File: config.mk
export PLATFORM = sky130hd
export DESIGN_NAME = gpib_host_port
export DESIGN_NICKNAME = d
export VERILOG_FILES = /design/src/gpib_host_port.v
export VERILOG_INCLUDE_DIRS = /design/src
export SDC_FILE = /design/constraint.sdc
export NUM_CORES = 1
export LEC_CHECK = 0
export CORE_UTILIZATION = 41
export DETAILED_ROUTE_END_ITERATION = 10
export DONT_BUFFER_PORTS = 1
export SKIP_CTS_REPAIR_TIMING = 1
export SLEW_MARGIN = 20
export SYNTH_ARGS = -nofsm -noshare
export SYNTH_HDL_FRONTEND = slang
export SYNTH_SLANG_ARGS = --single-unit
export TNS_END_PERCENT = 50
File: constraint.sdc
create_clock -name clk_i -period 2.9 [get_ports clk_i]
set_input_delay 0.435 -clock clk_i [delete_from_list [all_inputs] [get_ports clk_i]]
set_output_delay 0.435 -clock clk_i [all_outputs]
set_load 0.03 [all_outputs]
File: src/gpib_host_map.vh
// Register offsets, field positions, reset values and timing constants for the GPIB host port
`ifndef GPIB_HOST_MAP_VH
`define GPIB_HOST_MAP_VH

// Register indices on the three select lines
`define REG_DATA        3'h0
`define REG_INT1        3'h1
`define REG_INT2        3'h2
`define REG_SPOLL       3'h3
`define REG_ADDR        3'h4
`define REG_AUX         3'h5
`define REG_ADR01       3'h6
`define REG_EOS         3'h7

// Address mode field positions
`define AM_XMODE_LO     0
`define AM_XMODE_HI     1

// Auxiliary mode command codes
`define AUX_PAGE_IN     8'h50
`define AUX_CLK_BASE    8'h20
`define AUX_POL_HI      8'h60
`define AUX_POL_LO      8'h61
`define AUX_SETTLE_BASE 8'h70

// Interrupt sources
`define NUM_IRQ         13
`define IRQ_DI          0
`define IRQ_DO          1
`define IRQ_END         2
`define IRQ_NOL         3
`define IRQ_PPOLL       4

// Reset values
`define RST_BYTE        8'h00
`define RST_CLK_MHZ     5'h08
`define CLK_MHZ_MAX     5'h14
// Version code read through the paged window; the value is arbitrary
`define VERSION_CODE    8'h01
`define RST_MASK        13'h0000

// Settle times in nanoseconds, the four choices
`define SETTLE_NS_0     350
`define SETTLE_NS_1     500
`define SETTLE_NS_2     1100
`define SETTLE_NS_3     2000
`define CLK_PERIOD_NS   40
`define NL_BYTE         8'h0A

`endif

File: src/gpib_host_port.v
// GPIB controller host port with register file, DMA, interrupt and source handshake
`timescale 1ns/1ps
`include "gpib_host_map.vh"

// Summary of operation
// (RULE1) Chip select low enables register access
// (RULE2) Read strobe drives addressed register onto bus
// (RULE3) Write strobe captures bus into register
// (RULE4) Three select lines pick eight registers
// (RULE5) Request raised, dropped on grant
// (RULE6) Grant connects bus to data register
// (RULE7) Any unmasked condition of thirteen interrupts; only five sources are driven, irq_q[12:5] stays zero
// (RULE8) Interrupt polarity selectable, high after reset
// (RULE9) One eight-bit bidirectional host bus
// (RULE10) Reset high returns logic to idle
// (RULE11) Mode bits set second, third transceiver outputs
// (RULE12) First transceiver output gives direction
// (RULE13) Reference clock counted for prohibit times; clk_mhz_q is stored but never used, settle counts assume the fixed 40 ns clock
// (RULE14) Assume 8 MHz after reset
// (RULE15) Settle delay 350, 500, 1100, 2000 ns
// (RULE16) Byte kept when attention interrupts sending
// (RULE17) Status bits not cleared by reads; a data register read clears the DI bit
// (RULE18) End string or newline ends reception
// (RULE19) No sourcing without a listener
// (RULE20) Three-wire handshake on data lines
// (RULE21) End alone ends, with attention polls
// (RULE22) Page-in lasts exactly one host access
// (RULE23) Drive bus only during reads
module gpib_host_port (
    input  wire       clk_i,
    input  wire       reset_i,
    input  wire       cs_n_i,
    input  wire       rd_n_i,
    input  wire       wr_n_i,
    input  wire [2:0] reg_index_i,
    input  wire [7:0] host_bus_i,
    output reg  [7:0] host_bus_o,
    output reg        host_bus_oe_o,
    input  wire       transfer_grant_in_n_i,
    output reg        transfer_request_out_o,
    output reg        int_o,
    input  wire [7:0] dio_i,
    output reg  [7:0] dio_o,
    input  wire       dav_i,
    output reg        dav_o,
    input  wire       nrfd_i,
    output reg        nrfd_o,
    input  wire       ndac_i,
    output reg        ndac_o,
    input  wire       atn_i,
    input  wire       eoi_i,
    output reg        xcvr_dir_primary_o,
    output reg        xcvr_ctrl_second_o,
    output reg        xcvr_ctrl_third_o
);

    // Settle counts in 25 MHz cycles, rounded up so the delay is never short
    localparam integer SETTLE_RAW_0 = (`SETTLE_NS_0 + `CLK_PERIOD_NS - 1) / `CLK_PERIOD_NS;
    localparam integer SETTLE_RAW_1 = (`SETTLE_NS_1 + `CLK_PERIOD_NS - 1) / `CLK_PERIOD_NS;
    localparam integer SETTLE_RAW_2 = (`SETTLE_NS_2 + `CLK_PERIOD_NS - 1) / `CLK_PERIOD_NS;
    localparam integer SETTLE_RAW_3 = (`SETTLE_NS_3 + `CLK_PERIOD_NS - 1) / `CLK_PERIOD_NS;
    localparam [7:0]   SETTLE_CYC_0 = SETTLE_RAW_0[7:0];
    localparam [7:0]   SETTLE_CYC_1 = SETTLE_RAW_1[7:0];
    localparam [7:0]   SETTLE_CYC_2 = SETTLE_RAW_2[7:0];
    localparam [7:0]   SETTLE_CYC_3 = SETTLE_RAW_3[7:0];

    localparam [1:0] SH_IDLE   = 2'h0;
    localparam [1:0] SH_SETTLE = 2'h1;
    localparam [1:0] SH_VALID  = 2'h2;

    ////////////////////////////////////////////////////////////////////////////
    // Host access decode
    wire       grant    = ~transfer_grant_in_n_i;
    wire       sel      = ~cs_n_i | grant;                           // RULE1 RULE6
    wire       rd_act   = sel & ~rd_n_i;
    wire       wr_act   = sel & ~wr_n_i;
    wire [2:0] idx      = grant ? `REG_DATA : reg_index_i;          // RULE4 RULE6
    reg        rd_q;
    reg        wr_q;
    wire       rd_start = rd_act & ~rd_q;
    wire       wr_start = wr_act & ~wr_q;
    wire       acc_end  = (rd_q & ~rd_act) | (wr_q & ~wr_act);

    reg [7:0]  data_in_q;
    reg [1:0]  ob_cnt_q;
    reg [7:0]  ob0_q;
    reg [7:0]  ob1_q;
    reg [7:0]  addr_mode_q;
    reg [7:0]  aux_q;
    reg [7:0]  addr_q;
    reg [7:0]  eos_q;
    reg [7:0]  spoll_q;
    reg [12:0] irq_q;
    reg [12:0] mask_q;
    reg        pol_hi_q;
    reg        page_q;
    reg [4:0]  clk_mhz_q;
    reg [1:0]  settle_sel_q;
    reg [1:0]  sh_q;
    reg [7:0]  cnt_q;
    reg        ob_pop;
    reg        di_set;
    reg        end_set;

    ////////////////////////////////////////////////////////////////////////////
    // Two-entry outbound buffer; writer stalls by the request staying low
    wire       ob_ready = (ob_cnt_q != 2'h2);
    wire       ob_valid = (ob_cnt_q != 2'h0);
    wire       ob_push  = wr_start && idx == `REG_DATA && ob_ready;

    // Access edge tracking and page window; page-in expires after one access
    always @(posedge clk_i) begin
        if (reset_i) begin                                              // RULE10
            rd_q   <= 1'b0;
            wr_q   <= 1'b0;
            page_q <= 1'b0;
        end else begin
            rd_q <= rd_act;
            wr_q <= wr_act;
            if (wr_start && idx == `REG_AUX && host_bus_i == `AUX_PAGE_IN)
                page_q <= 1'b1;
            else if (acc_end && !(wr_q && idx == `REG_AUX && aux_q == `AUX_PAGE_IN))
                page_q <= 1'b0;                                         // RULE22
        end
    end

    // Register writes and auxiliary commands
    always @(posedge clk_i) begin
        if (reset_i) begin
            addr_mode_q  <= `RST_BYTE;
            aux_q        <= `RST_BYTE;
            addr_q       <= `RST_BYTE;
            eos_q        <= `RST_BYTE;
            spoll_q      <= `RST_BYTE;
            mask_q       <= `RST_MASK;
            pol_hi_q     <= 1'b1;                                       // RULE8
            clk_mhz_q    <= `RST_CLK_MHZ;                               // RULE14
            settle_sel_q <= 2'h0;
        end else if (wr_start) begin                                    // RULE3
            case (idx)
                `REG_INT1:  mask_q[7:0] <= host_bus_i;
                `REG_INT2:  mask_q[12:8] <= host_bus_i[4:0];
                `REG_SPOLL: spoll_q <= host_bus_i;
                `REG_ADDR:  addr_mode_q <= host_bus_i;
                `REG_AUX: begin
                    aux_q <= host_bus_i;
                    if (host_bus_i == `AUX_POL_HI)
                        pol_hi_q <= 1'b1;                               // RULE8
                    else if (host_bus_i == `AUX_POL_LO)
                        pol_hi_q <= 1'b0;
                    else if (host_bus_i[7:5] == `AUX_CLK_BASE >> 5 && host_bus_i[4:0] != 5'h00
                             && host_bus_i[4:0] <= `CLK_MHZ_MAX)
                        clk_mhz_q <= host_bus_i[4:0];                   // RULE13 RULE14
                    else if (host_bus_i[7:2] == `AUX_SETTLE_BASE >> 2)
                        settle_sel_q <= host_bus_i[1:0];                // RULE15
                end
                `REG_ADR01: addr_q <= host_bus_i;
                `REG_EOS:   eos_q <= host_bus_i;
                default: ;
            endcase
        end
    end

    ////////////////////////////////////////////////////////////////////////////
    // Outbound buffer storage; a byte is popped only after acceptance
    always @(posedge clk_i) begin
        if (reset_i) begin
            ob_cnt_q <= 2'h0;
            ob0_q    <= `RST_BYTE;
            ob1_q    <= `RST_BYTE;
        end else begin
            if (ob_pop) begin
                ob0_q <= ob1_q;
                if (ob_push && ob_cnt_q == 2'h1)
                    ob0_q <= host_bus_i;
                else if (ob_push)
                    ob1_q <= host_bus_i;
                ob_cnt_q <= ob_cnt_q - {1'b0, ~ob_push};
            end else if (ob_push) begin
                if (ob_cnt_q == 2'h0)
                    ob0_q <= host_bus_i;
                else
                    ob1_q <= host_bus_i;
                ob_cnt_q <= ob_cnt_q + 2'h1;
            end
        end
    end

    // Source handshake: settle, assert valid, wait for acceptance
    always @(posedge clk_i) begin
        if (reset_i) begin
            sh_q   <= SH_IDLE;
            cnt_q  <= 8'h00;
            dav_o  <= 1'b0;
            dio_o  <= `RST_BYTE;
            ob_pop <= 1'b0;
        end else begin
            ob_pop <= 1'b0;
            case (sh_q)
                SH_IDLE: begin
                    // Only source when a listener holds data-accepted low
                    if (ob_valid && !ob_pop && ndac_i && !atn_i) begin  // RULE19
                        dio_o <= ob0_q;
                        case (settle_sel_q)
                            2'h0: cnt_q <= SETTLE_CYC_0;
                            2'h1: cnt_q <= SETTLE_CYC_1;
                            2'h2: cnt_q <= SETTLE_CYC_2;
                            default: cnt_q <= SETTLE_CYC_3;
                        endcase
                        sh_q <= SH_SETTLE;
                    end
                end
                SH_SETTLE: begin
                    if (atn_i)
                        sh_q <= SH_IDLE;                                // RULE16
                    else if (cnt_q > 8'h01)
                        cnt_q <= cnt_q - 8'h01;
                    else if (!nrfd_i) begin
                        dav_o <= 1'b1;                                  // RULE15 RULE20
                        sh_q  <= SH_VALID;
                    end
                end
                SH_VALID: begin
                    if (atn_i) begin
                        dav_o <= 1'b0;                                  // RULE16
                        sh_q  <= SH_IDLE;
                    end else if (!ndac_i) begin
                        dav_o  <= 1'b0;                                 // RULE20
                        ob_pop <= 1'b1;
                        sh_q   <= SH_IDLE;
                    end
                end
                default: sh_q <= SH_IDLE;
            endcase
        end
    end

    ////////////////////////////////////////////////////////////////////////////
    // Acceptor handshake and end detection
    wire is_end = eoi_i & ~atn_i;                                       // RULE21
    wire is_pp  = eoi_i & atn_i;                                        // RULE21
    wire eos_m  = (dio_i == eos_q) | (dio_i == `NL_BYTE);               // RULE18
    reg  dav_seen_q;
    always @(posedge clk_i) begin
        if (reset_i) begin
            nrfd_o     <= 1'b0;
            ndac_o     <= 1'b0;
            dav_seen_q <= 1'b0;
            data_in_q  <= `RST_BYTE;
            di_set     <= 1'b0;
            end_set    <= 1'b0;
        end else begin
            di_set  <= 1'b0;
            end_set <= 1'b0;
            nrfd_o  <= irq_q[`IRQ_DI];                                  // RULE20
            if (dav_i && !dav_seen_q && !irq_q[`IRQ_DI]) begin
                data_in_q <= dio_i;
                di_set    <= 1'b1;
                end_set   <= is_end | eos_m;                            // RULE18
                ndac_o    <= 1'b0;
            end else if (!dav_i) begin
                ndac_o <= 1'b1;
            end
            dav_seen_q <= dav_i;
        end
    end

    // DI and END sticky, set wins over clear; status reads leave them, a data read clears DI
    wire rd_di = rd_start && idx == `REG_DATA;
    always @(posedge clk_i) begin
        if (reset_i) begin
            irq_q <= `RST_MASK;
        end else begin
            irq_q[`IRQ_DI] <= di_set | (irq_q[`IRQ_DI] & ~rd_di);
            irq_q[`IRQ_DO] <= ob_ready;
            irq_q[`IRQ_END] <= end_set | (irq_q[`IRQ_END] & ~(wr_start && idx == `REG_INT1));  // RULE17
            irq_q[`IRQ_NOL] <= ob_valid & ~ndac_i;                      // RULE19
            irq_q[`IRQ_PPOLL] <= is_pp;
            irq_q[12:5] <= 8'h00;
        end
    end

    ////////////////////////////////////////////////////////////////////////////
    // Read mux, bus drive, DMA, interrupt and transceiver pins
    reg [7:0] rd_val;
    always @* begin
        case (idx)                                                      // RULE2 RULE4
            `REG_DATA:  rd_val = data_in_q;
            `REG_INT1:  rd_val = irq_q[7:0];
            `REG_INT2:  rd_val = {3'h0, irq_q[12:8]};
            `REG_SPOLL: rd_val = page_q ? `VERSION_CODE : spoll_q;
            `REG_ADDR:  rd_val = addr_mode_q;
            `REG_AUX:   rd_val = page_q ? {sh_q, 6'h00} : aux_q;
            `REG_ADR01: rd_val = addr_q;
            default:    rd_val = page_q ? {dav_i, nrfd_i, ndac_i, atn_i, eoi_i, 3'h0} : eos_q;
        endcase
    end

    always @(posedge clk_i) begin
        if (reset_i) begin
            host_bus_o             <= `RST_BYTE;
            host_bus_oe_o          <= 1'b0;
            transfer_request_out_o <= 1'b0;
            int_o                  <= 1'b0;
            xcvr_dir_primary_o     <= 1'b0;
            xcvr_ctrl_second_o     <= 1'b0;
            xcvr_ctrl_third_o      <= 1'b0;
        end else begin
            host_bus_o    <= rd_val;                                    // RULE9
            host_bus_oe_o <= rd_act;                                    // RULE23
            // Ask for a byte when room or data waits; drop as soon as granted
            transfer_request_out_o <= ~grant & (ob_ready | irq_q[`IRQ_DI]);     // RULE5
            int_o <= ~(|(irq_q & mask_q)) ^ pol_hi_q;                   // RULE7 RULE8
            xcvr_dir_primary_o <= (sh_q != SH_IDLE) | ob_valid;         // RULE12
            xcvr_ctrl_second_o <= addr_mode_q[`AM_XMODE_LO];            // RULE11
            xcvr_ctrl_third_o  <= addr_mode_q[`AM_XMODE_HI];            // RULE11
        end
    end

endmodule

### Word-level counts from Yosys, hierarchy flattened

Cells that the tools add are included.

* register bits after elaboration: 136

* add/sub/neg operators: 3
* bitwise operators: 41
* eq/ne operators: 31
* reductions and logical operators: 55
* mux-type cells: 40
* order comparisons: 2

Operators by type and width (number)
* 2-to-1 mux 8 bit: 15
* one-hot mux 8 bit (7 select lines): 1
* == test 8 x 7 -> 1 bit (second input constant): 4
* inverter 1 bit: 19
* one-hot mux 6 bit (3 select lines): 1
* AND reduction 2 bit: 9
* nonzero test 2 bit: 9
* logical AND 1 bit: 17
* 2-to-1 mux 2 bit: 8
* != test 2 bit (second input constant): 8
* one-hot mux 8 bit (2 select lines): 1
* bitwise AND 13 bit: 1
* OR reduction 13 bit: 1
* bitwise AND 1 bit: 12
* == test 3 bit (second input constant): 4
* AND reduction 4 bit: 3
* 2-to-1 mux 1 bit: 11
* != test 3 bit (second input constant): 3
* == test 8 x 4 -> 1 bit (second input constant): 1
* == test 8 bit: 1
* > comparator 8 x 1 -> 1 bit (second input constant): 1
* bitwise OR 1 bit: 8
* subtractor 8 x 1 -> 8 bit (second input constant): 1
* == test 2 x 1 -> 1 bit (second input constant): 3
* other kinds (20): 30

### Depth between registers and ports, before layout

* word-level depth: 9
* mapped depth: 9
* mapped depth without buffers: 7

### Worst setup path before layout

No wires, ideal clock.

* path type: input to register
* start point: input reg_index_i[2]
* end point: register ob_cnt_q[1]
* library setup time: 95 ps
* stages: 8
* slack: 637 ps
* arrival: 2168 ps
* path buffers: 2
* cells stage by stage: clkbuf_1 o31a_1 nor2_1 clkbuf_1 nand3_1 ha_1 or3_1 a221oi_1

* word-level cells in the longest chain between the ends: 7
* elaborated cells on any way between the ends: 8
* those cells by class: add/sub: 1; mux: 2; bitwise: 1; reduce/logical: 4

Ends and longest elaborated chain
* start, declared: RTL line gpib_host_port.v:35 `input wire [2:0] reg_index_i,`
* 2-to-1 mux 3 bit (*): RTL line gpib_host_port.v:77 `` wire [2:0] idx = grant ? `REG_DATA : reg_index_i; ``
* zero test 3 bit (*)
* logical AND 1 bit (no line) (*)
* logical AND 1 bit (*): RTL line gpib_host_port.v:109 `` wire ob_push = wr_start && idx == `REG_DATA && ob_ready; ``
* inverter 1 bit: RTL line gpib_host_port.v:178 `ob_cnt_q <= ob_cnt_q - {1'b0, ~ob_push};`
* subtractor 2 x 1 -> 2 bit: RTL line gpib_host_port.v:178
* 2-to-1 mux 2 bit: RTL line gpib_host_port.v:172 `if (ob_pop) begin`
* end signal, assigned: RTL line gpib_host_port.v:178
* end signal, assigned: RTL line gpib_host_port.v:184 `ob_cnt_q <= ob_cnt_q + 2'h1;`
* end, declared: RTL line gpib_host_port.v:85 `reg [1:0] ob_cnt_q;`

Mark *: on every way between the ends. The rest lies on a longest branch, timed or not.
A chain may end at the register's enable or synchronous reset.

### Worst setup path in the final report

* start point: register cnt_q[0]
* end point: register cnt_q[7]

* word-level cells in the longest chain between the ends: 4
* elaborated cells on any way between the ends: 7
* those cells by class: add/sub: 1; order compare: 1; eq/ne: 1; mux: 3; reduce/logical: 1

Ends and longest elaborated chain
* start, declared: RTL line gpib_host_port.v:100 `reg [7:0] cnt_q;`
* start signal, assigned: RTL line gpib_host_port.v:217 `cnt_q <= cnt_q - 8'h01;`
* subtractor 8 x 1 -> 8 bit: RTL line gpib_host_port.v:217
* 2-to-1 mux 8 bit: RTL line gpib_host_port.v:216 `else if (cnt_q > 8'h01)`
* 2-to-1 mux 8 bit: RTL line gpib_host_port.v:214 `if (atn_i)`
* one-hot mux 8 bit (2 select lines): RTL line gpib_host_port.v:199 `case (sh_q)`

Several ways; a longest one is shown, not always the timed one. The select of a mux whose other input is x is not followed.

==> flow_metrics.py <==
metrics = {
    "run_status": {
        "status": "complete, no violations",
    },
    "synthesis": {
        "synthFlopType": "dfxtp_1",
        "syn-num-nets": 641,
        "synthArstFlopShare": 0,
        "synth_area_um2": 5370,
        "yosysUniqueCellTypes": 63,
        "synth_top_area_cell": "dfxtp_1",
        "synth_area_leaders": "dfxtp_1 (45%), mux2i_1 (9.1%), a21oi_1 (5.6%)",
        "yosysTopAreaCellShare": 0.447,
        "ys_seq_area_frac": 0.447,
        "synth_edf_count": 0,
        "synth-seq-cells": 120,
        "yosysWarnings": 0,
        "avgSynthCellArea_um2": 8.89,
        "syn_inst": 604,
    },
    "cts": {
        "cts_tree": "done",
        "cts.sinks": 120,
        "path_clk_slew_ns": 0.06,
        "cts_root_buf": "clkbuf_16",
        "cts_buffers": 17,
        "cts_max_level": 4,
        "cts_buffer_depth": 2,
        "insertion_delay_ns": 0.42,
    },
    "min_path": {
        "worstHoldStart": "reset_i",
        "holdPathStages": 1,
        "hp-class": "in2reg",
        "whs_endpoint": "dav_o",
    },
    "timing": {
        "clock_skew_ns": 0.0155,
        "finalHoldViolations": 0,
        "report.final.slew_viol_count": 0,
        "setup_tns_ns": 0,
        "whs_ns": 0.0808,
        "timing.fmax_mhz": 434,
        "max_slew_margin": 0.503,
        "setup_violations": 0,
        "finalCritPeriodShare": 0.795,
        "rsz0062_at_grt": "false",
        "timing.final.crit_period_ns": 2.30,
        "tightest_slew_ns": 0.745,
    },
    "power": {
        "cellPowerDensity_nw_per_um2": 722,
        "ir_worst_vdd_mv": 0.420,
        "total_power_mw": 4.44,
        "leakage_nw": 2.22,
    },
    "floorplan": {
        "fp.dieW_um": 116,
        "die_area_um2": 13600,
        "coreArea_um2": 12700,
        "start_util": 0.424,
        "rows": 41,
        "dieHeight_um": 116,
        "ios": 55,
    },
    "global_route": {
        "grt_usage": 0.232,
        "grt_overflow": 0,
        "grt_max_degree": 105,
        "grt_pass1_vias": 4194,
        "antenna_found_initial": 0,
        "grt_pass1_wl_um": 23300,
    },
    "setup_path": {
        "endpoint_kind": "register",
        "reg2reg_depth": 6,
        "r2r_slack_ns": 0.60,
        "worstPathRequired_ns": 3.25,
        "path_class": "reg2reg",
        "rr_endpoint": "cnt_q[7]",
        "worst_r2r_startpoint": "cnt_q[0]",
        "cp-start-kind": "register",
        "worstPathArrival_ns": 2.65,
        "worstPathMaxFanout": 8,
    },
    "cells_and_area": {
        "final_nets": 631,
        "layout-drive-gt1-share": 0.0857,
        "syn2layout_area_growth_pct": 14.5,
        "final_cell_mix": "dfxtp_1 (120), nor2_1 (73), a21oi_1 (60), nand2_1 (54), mux2i_1 (49)",
        "fillers": 1197,
        "final_common_cell": "dfxtp_1",
        "antenna_cells": 0,
    },
    "place": {
        "dp_hpwl_um": 9960,
        "portBuffers": 0,
        "gp_congestion": 0.895,
    },
    "detailed_routing": {
        "detail_route.wl_per_cell_um": 18.9,
        "drt_iter0_drc": 400,
        "num_vias": 4457,
        "drc": 0,
        "ant_nets": 0,
        "wirelength_um": 14700,
        "drt_first_pass_iters": 6,
        "viasPerCell": 5.72,
    },
    "job": {
        "drv_cap": 0,
    },
}
metrics by stage:
step | setup slack (ns) | util | instance area (µm²) | cells
final | 0.596 | 0.485 | 6150 | 779
after global routing | 0.396 | 0.485 | 6150 | 779
after CTS | 0.606 | 0.485 | 6150 | 779
after detailed placement | 0.656 | 0.430 | 5450 | 747
after global placement | 0.712 | 0.430 | 5450 | 747
after floorplan | 0.637 | - | 5370 | 604
cells in the mapped netlist, types with 2 or more instances:
cell type and count:
or3_1 4, a2bb2oi_1 2, o32ai_1 4, o21ai_0 29
o21a_1 3, nand4b_1 2, nor3b_1 3, nor4_1 6
and2_1 4, nand2b_1 8, a211oi_1 9, a22o_1 9
nand4_1 8, or2_2 3, buf_1 3, or4_1 2
and3_1 3, nor2b_1 7, a31oi_1 5, or3b_2 3
o31a_1 3, a211o_1 2, nand2_1 54, clkbuf_8 4
buf_6 3, mux2i_1 49, o31ai_1 4, o311a_1 2
nand3_1 12, ha_1 7, a21oi_1 60, xnor2_1 10
dfxtp_1 120, clkbuf_1 28, nor2_1 73, a221oi_1 10
inv_1 10, nor3_1 9, a22oi_1 2, nand3b_1 2
area by class of cell:
| cell class | count | area [µm²] | area share |
|---|---|---|---|
| well taps | 172 | 215 | 0.0350 |
| inverters | 10 | 37.5 | 0.00610 |
| flip-flops and latches | 120 | 2400 | 0.391 |
| multi-input cells | 434 | 2710 | 0.441 |
| repair buffers | 11 | 82.6 | 0.0134 |
| clock inverters | 12 | 244 | 0.0397 |
| clock buffers | 20 | 457 | 0.0742 |
routing by layer:
metal  vias to the layer above  global-route usage  wire [µm]
met2                       149               0.359       6890
li1                       2155                   -          -
met5                         -                   0          0
met3                        18              0.0618        933
met4                         0              0.0897        189
met1                      2135               0.308       6730
cell families after synthesis:
| family | count (synthesis) | synth area share |
|---|---|---|
| AO/OA/AOI/OAI | 157 | 0.189 |
| XOR/XNOR | 11 | 0.0179 |
| adder cells (fa/ha/maj) | 7 | 0.0163 |
| buffers and inverters | 50 | 0.0475 |
| flip-flops | 120 | 0.447 |
| multiplexers | 50 | 0.0934 |
| AND/OR/NAND/NOR | 209 | 0.188 |
worst max-delay path, cell delays in order, from the launching register on:
cell       delay [ns]
dfxtp_1          0.40
inv_1            0.08
ha_1             0.27
or2_2            0.34
a311o_1          0.38
a2111oi_1        0.52
mux2i_1          0.23
report_power, final:
part / internal (mW) / switching (mW)
Combinational: 0.0804 / 0.106
Clock: 1.74 / 0.770
Sequential: 1.69 / 0.0514
Total: 3.52 / 0.928
flip-flops by register name, indices dropped and copies added (netlist names), 2 cells and up:
name	cells
addr_mode_q	8
host_bus_o	8
irq_q	5
cnt_q	8
sh_q	2
ob0_q	8
data_in_q	8
settle_sel_q	2
mask_q	5
dio_o	8
addr_q	8
ob1_q	8
spoll_q	8
eos_q	8
ob_cnt_q	2
aux_q	8
worst max-delay path by stage:
stage	from	endpoint	slack (ns)	cells past startpoint
after floorplan	reg_index_i[2]	ob_cnt_q[1]	0.64	8
after global placement	cnt_q[0]	cnt_q[7]	0.71	6
after detailed placement	cnt_q[0]	cnt_q[7]	0.66	6
after global routing	cnt_q[0]	cnt_q[7]	0.40	6
final	cnt_q[0]	cnt_q[7]	0.60	6
after CTS	cnt_q[0]	cnt_q[7]	0.61	6
Power figures use the tool's default switching activity.
